### src/inc/cmu_consts.svh
// constants of the capture/match unit
`ifndef CMU_CONSTS_SVH
`define CMU_CONSTS_SVH

// ----------------------------------------------------------------------
// sizes
// ----------------------------------------------------------------------
`define CMU_TMR_W        16
`define CMU_NUM_CHAN     16
`define CMU_NUM_TMR      2
`define CMU_PRE_W        11

// ----------------------------------------------------------------------
// timing count and double mode channel offset
// ----------------------------------------------------------------------
`define CMU_STAGGER_CYC  8
`define CMU_DBL_OFFSET   8

// ----------------------------------------------------------------------
// reset values
// ----------------------------------------------------------------------
`define CMU_RST_COUNT    16'h0000
`define CMU_RST_RELOAD   16'h0000
`define CMU_RST_VALUE    16'h0000
`define CMU_RST_PIN      1'b0
`define CMU_RST_OE_N     1'b1

`endif

### src/inc/cmu_pkg.sv
// types of the capture/match unit
`include "cmu_consts.svh"

package cmu_pkg;

  // --------------------------------------------------------------------
  // channel and timer modes
  // --------------------------------------------------------------------
  typedef enum logic [6:0] {
    CMU_MODE_OFF  = 7'h01,
    CMU_MODE_CAP  = 7'h02,
    CMU_MODE_CMP0 = 7'h04,
    CMU_MODE_CMP1 = 7'h08,
    CMU_MODE_CMP2 = 7'h10,
    CMU_MODE_CMP3 = 7'h20,
    CMU_MODE_DBL  = 7'h40
  } cmu_mode_t;

  typedef enum logic [2:0] {
    CMU_EDGE_RISE = 3'h1,
    CMU_EDGE_FALL = 3'h2,
    CMU_EDGE_BOTH = 3'h4
  } cmu_edge_t;

  typedef enum logic [2:0] {
    CMU_CLK_PRESC = 3'h1,
    CMU_CLK_GPT   = 3'h2,
    CMU_CLK_EXT   = 3'h4
  } cmu_tclk_t;

  // --------------------------------------------------------------------
  // carriers
  // --------------------------------------------------------------------
  typedef struct packed {
    cmu_mode_t mode;
    cmu_edge_t edge_sel;
    logic      tmr_sel;
    logic      single_en;
  } cmu_chan_cfg_t;

  typedef struct packed {
    cmu_tclk_t  clk_sel;
    logic [2:0] presc;
    logic       run;
  } cmu_tmr_cfg_t;

  typedef struct packed {
    logic [`CMU_TMR_W-1:0] count;
    logic                  tick;
    logic                  ovf;
  } cmu_tmr_stat_t;

endpackage

### src/verilog/cmu_top.sv
// capture/match unit: two time bases and sixteen capture/compare channels
`include "cmu_consts.svh"

module cmu_top #(
  parameter int W  = `CMU_TMR_W,
  parameter int NC = `CMU_NUM_CHAN,
  parameter int NT = `CMU_NUM_TMR
) (
  input  wire logic              core_clk_in,
  input  wire logic              rst_in,
  input  wire logic              stagger_in,
  input  cmu_pkg::cmu_tmr_cfg_t  tmr_cfg_in       [NT],
  input  wire logic [NT-1:0]     tmr_load_in,
  input  wire logic [W-1:0]      tmr_load_val_in  [NT],
  input  wire logic [NT-1:0]     tmr_reload_wr_in,
  input  wire logic [W-1:0]      tmr_reload_val_in[NT],
  input  wire logic              gpt_ovf_in,
  input  wire logic [NT-1:0]     ext_cnt_in,
  input  cmu_pkg::cmu_chan_cfg_t chan_cfg_in      [NC],
  input  wire logic [NC-1:0]     cc_wr_in,
  input  wire logic [W-1:0]      cc_wdata_in      [NC],
  input  wire logic [NC-1:0]     pin_in,
  output logic [NC-1:0]          pin_out,
  output logic [NC-1:0]          pin_oe_n_out,
  output logic [W-1:0]           cc_val_out       [NC],
  output logic [NC-1:0]          irq_out,
  output logic [NC-1:0]          done_out,
  output logic [W-1:0]           tmr_count_out    [NT],
  output logic [NT-1:0]          tmr_ovf_out,
  output logic [W-1:0]           tmr_reload_out   [NT]
);

  // --------------------------------------------------------------------
  // state
  // --------------------------------------------------------------------
  typedef struct packed {
    logic [NT-1:0][W-1:0] reload;
    logic [NC-1:0][W-1:0] value;
    logic [NC-1:0]        pin;
    logic [NC-1:0]        oe_n;
    logic [NC-1:0]        irq;
    logic [NC-1:0]        fired;
    logic [NC-1:0]        done;
  } cmu_top_st_t;

  cmu_top_st_t            st_q;
  cmu_top_st_t            st_d;
  cmu_pkg::cmu_tmr_stat_t tstat [NT];
  logic [NC-1:0]          trig;
  logic [NC-1:0]          match;
  logic [NC-1:0]          t_ovf;
  logic [W-1:0]           t_cnt [NC];

  // --------------------------------------------------------------------
  // decoding used for several channels
  // --------------------------------------------------------------------
  function automatic logic is_cmp(input cmu_pkg::cmu_mode_t m);
    case (m)
      cmu_pkg::CMU_MODE_CMP0: return 1'b1;
      cmu_pkg::CMU_MODE_CMP1: return 1'b1;
      cmu_pkg::CMU_MODE_CMP2: return 1'b1;
      cmu_pkg::CMU_MODE_CMP3: return 1'b1;
      cmu_pkg::CMU_MODE_DBL:  return 1'b1;
      default:                return 1'b0;
    endcase
  endfunction

  function automatic logic drives_pin(input cmu_pkg::cmu_mode_t m);
    case (m)
      cmu_pkg::CMU_MODE_CMP1: return 1'b1;
      cmu_pkg::CMU_MODE_CMP3: return 1'b1;
      cmu_pkg::CMU_MODE_DBL:  return 1'b1;
      default:                return 1'b0;
    endcase
  endfunction

  // --------------------------------------------------------------------
  // time bases
  // --------------------------------------------------------------------
  for (genvar t = 0; t < NT; t++) begin : g_tmr
    cmu_timer #(
      .W (W)
    ) u_tmr (
      .core_clk_in   (core_clk_in),
      .rst_in        (rst_in),
      .cfg_in        (tmr_cfg_in[t]),
      .stagger_in    (stagger_in),
      .gpt_ovf_in    (gpt_ovf_in),
      .ext_cnt_in    (ext_cnt_in[t]),
      .load_in       (tmr_load_in[t]),
      .load_val_in   (tmr_load_val_in[t]),
      .reload_val_in (st_q.reload[t]),
      .stat_out      (tstat[t])
    );
    assign tmr_count_out[t]  = tstat[t].count;
    assign tmr_ovf_out[t]    = tstat[t].ovf;
    assign tmr_reload_out[t] = st_q.reload[t];
  end

  // --------------------------------------------------------------------
  // per channel timer selection, edge detect and match
  // --------------------------------------------------------------------
  for (genvar c = 0; c < NC; c++) begin : g_chan
    cmu_edge u_edge (
      .core_clk_in (core_clk_in),
      .rst_in      (rst_in),
      .pin_in      (pin_in[c]),
      .sel_in      (chan_cfg_in[c].edge_sel),
      .trig_out    (trig[c])
    );
    assign t_cnt[c] = tstat[chan_cfg_in[c].tmr_sel].count;
    assign t_ovf[c] = tstat[chan_cfg_in[c].tmr_sel].ovf;
    // a match is counted when the timer has just stepped onto the value
    assign match[c] = is_cmp(chan_cfg_in[c].mode)
                    & tstat[chan_cfg_in[c].tmr_sel].tick
                    & (t_cnt[c] == st_q.value[c])
                    & ~st_q.done[c];
    assign cc_val_out[c]   = st_q.value[c];
    assign pin_out[c]      = st_q.pin[c];
    assign pin_oe_n_out[c] = st_q.oe_n[c];
    assign irq_out[c]      = st_q.irq[c];
    assign done_out[c]     = st_q.done[c];
  end

  // --------------------------------------------------------------------
  // next state
  // --------------------------------------------------------------------
  always_comb begin
    logic dbl_hit;
    logic ev;
    dbl_hit = 1'b0;
    ev      = 1'b0;
    st_d    = st_q;
    st_d.irq = '0;
    for (int t = 0; t < NT; t++) begin
      if (tmr_reload_wr_in[t]) begin
        st_d.reload[t] = tmr_reload_val_in[t];
      end
    end
    for (int c = 0; c < NC; c++) begin
      ev = 1'b0;
      // a register written by software restarts a single event channel
      if (cc_wr_in[c]) begin
        st_d.value[c] = cc_wdata_in[c];
        st_d.done[c]  = 1'b0;
      end
      // the pin is output only while a pin driving compare mode owns it
      st_d.oe_n[c] = ~drives_pin(chan_cfg_in[c].mode);
      // overflow opens a new period for once per period modes
      if (t_ovf[c]) begin
        st_d.fired[c] = 1'b0;
      end
      dbl_hit = 1'b0;
      if (c < `CMU_DBL_OFFSET) begin
        dbl_hit = (chan_cfg_in[c].mode == cmu_pkg::CMU_MODE_DBL)
                & match[(c + `CMU_DBL_OFFSET) % NC];
      end
      case (chan_cfg_in[c].mode)
        cmu_pkg::CMU_MODE_CAP: begin
          if (trig[c]) begin
            st_d.value[c] = t_cnt[c];
            st_d.irq[c]   = 1'b1;
          end
        end
        cmu_pkg::CMU_MODE_CMP0: begin
          if (match[c]) begin
            st_d.irq[c] = 1'b1;
            ev          = 1'b1;
          end
        end
        cmu_pkg::CMU_MODE_CMP1: begin
          if (match[c]) begin
            st_d.pin[c] = ~st_q.pin[c];
            st_d.irq[c] = 1'b1;
            ev          = 1'b1;
          end
        end
        cmu_pkg::CMU_MODE_CMP2: begin
          if (match[c] && !st_q.fired[c]) begin
            st_d.irq[c]   = 1'b1;
            st_d.fired[c] = 1'b1;
            ev            = 1'b1;
          end
        end
        cmu_pkg::CMU_MODE_CMP3: begin
          if (t_ovf[c]) begin
            st_d.pin[c] = 1'b0;
          end
          if (match[c] && !st_q.fired[c]) begin
            st_d.pin[c]   = 1'b1;
            st_d.irq[c]   = 1'b1;
            st_d.fired[c] = 1'b1;
            ev            = 1'b1;
          end
        end
        cmu_pkg::CMU_MODE_DBL: begin
          if (match[c] || dbl_hit) begin
            st_d.pin[c] = ~st_q.pin[c];
            st_d.irq[c] = 1'b1;
            ev          = 1'b1;
          end
        end
        default: begin
          st_d.fired[c] = 1'b0;
        end
      endcase
      // an event in the same cycle as a write still ends the channel
      if (ev && chan_cfg_in[c].single_en) begin
        st_d.done[c] = 1'b1;
      end
    end
  end

  // --------------------------------------------------------------------
  // registers
  // --------------------------------------------------------------------
  always_ff @(posedge core_clk_in) begin
    if (rst_in) begin
      for (int t = 0; t < NT; t++) begin
        st_q.reload[t] <= `CMU_RST_RELOAD;
      end
      for (int c = 0; c < NC; c++) begin
        st_q.value[c] <= `CMU_RST_VALUE;
        st_q.pin[c]   <= `CMU_RST_PIN;
        st_q.oe_n[c]  <= `CMU_RST_OE_N;
      end
      st_q.irq   <= '0;
      st_q.fired <= '0;
      st_q.done  <= '0;
    end else begin
      st_q <= st_d;
    end
  end

endmodule

### src/verilog/cmu_edge.sv
// pin edge detector for capture triggers
`include "cmu_consts.svh"

module cmu_edge (
  input  wire logic              core_clk_in,
  input  wire logic              rst_in,
  input  wire logic              pin_in,
  input  cmu_pkg::cmu_edge_t     sel_in,
  output logic                   trig_out
);

  typedef struct packed {
    logic prev;
  } cmu_edge_st_t;

  cmu_edge_st_t st_q;
  cmu_edge_st_t st_d;
  logic         rise;
  logic         fall;

  assign rise = pin_in & ~st_q.prev;
  assign fall = ~pin_in & st_q.prev;

  always_comb begin
    st_d      = st_q;
    st_d.prev = pin_in;
    case (sel_in)
      cmu_pkg::CMU_EDGE_RISE: trig_out = rise;
      cmu_pkg::CMU_EDGE_FALL: trig_out = fall;
      cmu_pkg::CMU_EDGE_BOTH: trig_out = rise | fall;
      default:                trig_out = 1'b0;
    endcase
  end

  always_ff @(posedge core_clk_in) begin
    if (rst_in) begin
      st_q.prev <= 1'b0;
    end else begin
      st_q <= st_d;
    end
  end

endmodule

### src/verilog/cmu_timer.sv
// one reloadable time base with selectable count clock
`include "cmu_consts.svh"

module cmu_timer #(
  parameter int W = `CMU_TMR_W
) (
  input  wire logic              core_clk_in,
  input  wire logic              rst_in,
  input  cmu_pkg::cmu_tmr_cfg_t  cfg_in,
  input  wire logic              stagger_in,
  input  wire logic              gpt_ovf_in,
  input  wire logic              ext_cnt_in,
  input  wire logic              load_in,
  input  wire logic [W-1:0]      load_val_in,
  input  wire logic [W-1:0]      reload_val_in,
  output cmu_pkg::cmu_tmr_stat_t stat_out
);

  typedef struct packed {
    logic [`CMU_PRE_W-1:0] pre;
    logic [W-1:0]          count;
    logic                  tick;
    logic                  ovf;
    logic                  ext_prev;
  } cmu_tmr_st_t;

  cmu_tmr_st_t st_q;
  cmu_tmr_st_t st_d;
  logic        step;

  // --------------------------------------------------------------------
  // prescaler period: 2^presc cycles, or eight times that when staggered
  // --------------------------------------------------------------------
  function automatic logic [`CMU_PRE_W-1:0] pre_last(
    input logic [2:0] presc,
    input logic       stag
  );
    logic [`CMU_PRE_W-1:0] d;
    d = `CMU_PRE_W'(1) << presc;
    if (stag) begin
      d = d * `CMU_PRE_W'(`CMU_STAGGER_CYC);
    end
    return d - `CMU_PRE_W'(1);
  endfunction

  always_comb begin
    st_d          = st_q;
    st_d.tick     = 1'b0;
    st_d.ovf      = 1'b0;
    st_d.ext_prev = ext_cnt_in;
    step          = 1'b0;
    if (st_q.pre >= pre_last(cfg_in.presc, stagger_in)) begin
      st_d.pre = '0;
    end else begin
      st_d.pre = st_q.pre + `CMU_PRE_W'(1);
    end
    case (cfg_in.clk_sel)
      cmu_pkg::CMU_CLK_PRESC:
        step = st_q.pre >= pre_last(cfg_in.presc, stagger_in);
      cmu_pkg::CMU_CLK_GPT: step = gpt_ovf_in;
      cmu_pkg::CMU_CLK_EXT: step = ext_cnt_in & ~st_q.ext_prev;
      default:              step = 1'b0;
    endcase
    if (load_in) begin
      st_d.count = load_val_in;
      st_d.tick  = 1'b1;
    end else if (cfg_in.run && step) begin
      st_d.tick = 1'b1;
      if (&st_q.count) begin
        st_d.count = reload_val_in;
        st_d.ovf   = 1'b1;
      end else begin
        st_d.count = st_q.count + W'(1);
      end
    end
  end

  always_ff @(posedge core_clk_in) begin
    if (rst_in) begin
      st_q.pre      <= '0;
      st_q.count    <= `CMU_RST_COUNT;
      st_q.tick     <= 1'b0;
      st_q.ovf      <= 1'b0;
      st_q.ext_prev <= 1'b0;
    end else begin
      st_q <= st_d;
    end
  end

  assign stat_out = '{count: st_q.count, tick: st_q.tick, ovf: st_q.ovf};

endmodule

### config.mk
export PLATFORM = sky130hd
export DESIGN_NAME = cmu_top
export DESIGN_NICKNAME = d
export VERILOG_FILES = /design/src/inc/cmu_pkg.sv /design/src/verilog/cmu_top.sv /design/src/verilog/cmu_edge.sv /design/src/verilog/cmu_timer.sv
export VERILOG_INCLUDE_DIRS = /design/src /design/src/inc
export SDC_FILE = /design/constraint.sdc
export NUM_CORES = 2
export LEC_CHECK = 0
export BUFFER_PORTS_ARGS = -buffer_cell sky130_fd_sc_hd__buf_4
export CORE_AREA = 2 2 372 374
export CTS_BUF_LIST = sky130_fd_sc_hd__clkbuf_8
export CTS_CLUSTER_DIAMETER = 120
export DETAILED_ROUTE_END_ITERATION = 10
export DIE_AREA = 0 0 374 376
export GPL_TIMING_DRIVEN = 0
export HOLD_SLACK_MARGIN = 0.08
export PLACE_DENSITY = 0.42
export SYNTH_ARGS = -nofsm -noshare
export SYNTH_HDL_FRONTEND = slang
export SYNTH_SLANG_ARGS = --single-unit
### constraint.sdc
create_clock -name core_clk_in -period 5.24 [get_ports core_clk_in]
set_input_delay 0.786 -clock core_clk_in [delete_from_list [all_inputs] [get_ports core_clk_in]]
set_output_delay 0.786 -clock core_clk_in [all_outputs]
set_load 0.03 [all_outputs]
==> flow_summary.toml <==
[global_routing]
first_global_vias = 34000
grt_max_degree = 14
grt_pass1_wl_microns = 285000
grt.overflow.total = 0
gr-usage-all-layers = 0.291
antenna_found_initial = 44

[synth]
syn_area_sq_mm = 0.0327
synth_cells = 3949
synthFlopType = "dfxtp_1"
synth_async_sr_flop_share = 0
synth_edf_count = 0
synth.area.top_cells = "dfxtp_1 27%, a211oi_1 12%, mux2i_1 9.8%"
synth_seq_cells = 444
avgSynthCellArea_sq_um = 8.27
synth_fp_nets = 4577
yosys_warnings = 0
synth.distinct_cells = 82
yosysSeqAreaShare = 0.272
yosysTopAreaCell = "dfxtp_1"
netlist.area_leader.share = 0.272

[floorplan]
io_pins = 954
coreArea_sq_mm = 0.137
initial_core_util = 0.239
dieArea_sq_mm = 0.141
fp.dieW_microns = 374
die_h_microns = 376
fp-row-count = 136

[clock_tree]
clk_latency_ns = 0.84
clock_tree.root_cell = "clkbuf_8"
cts_tree = "yes"
post_cts_buffers = 0
holdBufCountCts = 0
cts.sinks = 444
cts.path.max_buffers = 3
numCtsBuffers = 94
htree_levels = 3
clkTransAtPathRegs_ns = 0.06

[setup_path]
r2r_start = "g_tmr[1].u_tmr.stat_out[11]"
cp_slowest_cell = "clkbuf_1"
rr_worst_depth = 10
worst_ep_required_time_ns = 5.97
worst_path_largest_cell_delay_ns = 1.06
reg2reg_slack_ns = 0.13
path_buf_inv = 2
critical_path_cell_count = 10
path_cells = "clkbuf_2 > clkbuf_1 > mux2i_1 > xnor2_1 > nor4_1 > nand2_1 > nor4_2 > a22oi_1 > nand3b_1 > a21oi_1"
cp-start-kind = "flop"
crit_type = "reg -> reg"
r2r-end = "done_out[6]"
worstSetupEndpointType = "flop"
cp_max_fo = 10
worstPathArrival_ns = 5.84
cp_top_family = "buffers and inverters"

[sta]
fin_crit_ns = 5.11
slew_viol_final = 11
setup_viol = 0
slew_headroom = -0.0253
tightest_slew_ns = 1.54
rsz0062_at_grt = "no"
fin_skew_ns = 0.0541
fmax_ghz = 0.196
hold_viol = 0
setup_slack_ns = 0.134
post-route-period-util = 0.974

[job]
max-cap-violations = 1

[placed_design]
portBuffers = 916
place_ws_ns = -0.687
hpwl_microns = 168000
gp_congestion = 0.914
placed_area_sq_mm = 0.0420

[power_and_ir_drop]
p_per_area_mw_per_mm2 = 240
combPwrFrac = 0.283
p_sw_frac = 0.364
clkPwrFrac = 0.360
p_leak_nw = 18.6
ir_drop_mv = 0.158
p_int_mw = 6.68
p_seq_frac = 0.357
p_switching_mw = 3.83

[routing]
drt-initial-drc-count = 2896
first_pass_iters = 6
detail_route.wl_per_cell_microns = 31.2
drtAntennaViolNets = 0
viasPerCell = 5.08
wl_microns = 214000
vias = 34900
drc = 0

[outcome]
violations = "max-capacitance violations, max-slew violations"
status = "complete, but fails checks"

[hold_path]
min_path_type = "in -> reg"
worstHoldPathCells = 3
holdPathEnd = "tmr_reload_out[30]"
hp-start = "tmr_reload_val_in[30]"

[final_layout]
syn_to_final_growth_pct = 34.3
layout_common_cells = "1306 x buf_4, 527 x a211oi_1, 444 x dfxtp_1"
layout_commonest_cell = "buf_4"
fin_util = 0.321
final_area_sq_mm = 0.0439
fin_nets = 5598
drive_gt1_frac = 0.308
## cell families (layout without fill, tap and decap cells)
family | Yosys count | in the layout | share of synthesized area
xor gates and xnor gates | 324 | 324 | 0.0869
other | 0 | 32 | 0
and+or+nand+nor | 1091 | 1091 | 0.180
adders and majority gates | 60 | 60 | 0.0230
muxes | 327 | 327 | 0.100
DFF | 444 | 444 | 0.272
AOI/OAI and AO/OA | 937 | 937 | 0.203
buffers and inverters | 766 | 1847 | 0.134
## routing by layer
| metal | routed length, microns | vias up | global-route usage |
|---|---|---|---|
| met1 | 90600 | 17100 | 0.369 |
| li1 | - | 16000 | - |
| met3 | 15500 | 294 | 0.0679 |
| met5 | 108 | - | 0 |
| met2 | 101000 | 1484 | 0.486 |
| met4 | 6780 | 16 | 0.0898 |
## power groups by stage
stage	Clock (mW)	Combinational (mW)	Sequential (mW)
detailed placement	0	2.95	3.82
floorplan	0	1.62	3.71
finish	3.79	2.97	3.76
global placement	0	2.93	3.82
CTS	3.87	2.96	3.75
global route	4.01	3.13	3.77
## worst max path at each step
stage	slack, ns	start	end
floorplan	0.91	tmr_cfg_in[2]	g_tmr[1].u_tmr.stat_out[11]
global placement	-0.92	g_tmr[1].u_tmr.stat_out[2]	done_out[1]
detailed placement	-0.69	tmr_cfg_in[2]	g_tmr[1].u_tmr.stat_out[12]
CTS	0.19	tmr_cfg_in[2]	g_tmr[1].u_tmr.stat_out[12]
global route	0.06	g_tmr[0].u_tmr.stat_out[13]	done_out[6]
finish	0.13	g_tmr[1].u_tmr.stat_out[11]	done_out[6]
## synth_stat cells (all sizes together), types with 8 or more instances
master  count
a211oi    530
dfxtp     444
buf       435
mux2i     319
nor2b     269
clkbuf    242
xnor2     238
nor2      221
nand2     161
a21oi     120
o21ai      99
inv        89
xor2       86
nor4       82
nand3      79
nor3       66
ha         60
and3       35
nand4      29
nand2b     27
nand3b     25
nor3b      24
o21a       19
a21o       18
o211ai     17
or3        15
a31oi      14
a311oi     13
a22oi      12
nor4b      11
and2       10
or4         9
mux2        8
or3b        8
## state kept, by name, indices dropped and copies added, names as in the netlist
signal / flops
g_tmr.u_tmr.st_q: 24
tmr_reload_out: 32
irq_out: 16
g_chan.u_edge.st_q: 16
cc_val_out: 256
pin_oe_n_out: 16
done_out: 16
st_q: 16
g_tmr.u_tmr.stat_out: 36
pin_out: 16
## worst min-delay path, delay by kind of cell
family | cells | cell delay, ns
buffers and inverters | 1 | 0.08
and+or+nand+nor | 1 | 0.07
muxes | 1 | 0.05
## layout make-up
type	instances	area [sq um]
antenna	32	80.1
buffer	677	4090
clock buffer	114	1570
clock inverter	42	194
fill	14900	92800
inverter	89	334
multi-input combinational	2739	19400
sequential	444	8890
tap	1794	2240
timing repair buffer	925	7050
## through the flow
stage / hold WS, ns / instances / setup TNS (ns) / total power, mW
final: 0.194 / 6856 / 0 / 10.5
after global routing: 0.151 / 6839 / 0 / 10.9
after CTS: 0.115 / 6824 / 0 / 10.6
after detailed placement: 0.474 / 6668 / -1.67 / 6.77
after global placement: 0.469 / 6659 / -16.01 / 6.75
after floorplan: 0.441 / 3949 / 0 / 5.33
## timing repair
| action | 4_1_cts | 5_1_grt |
|---|---|---|
| gates resized for setup | 1 | 1 |
| setup endpoints to repair | 2 | 1 |
| endpoints found under the hold margin | 0 | 0 |
Note: power is estimated with default switching activity, not from simulation.
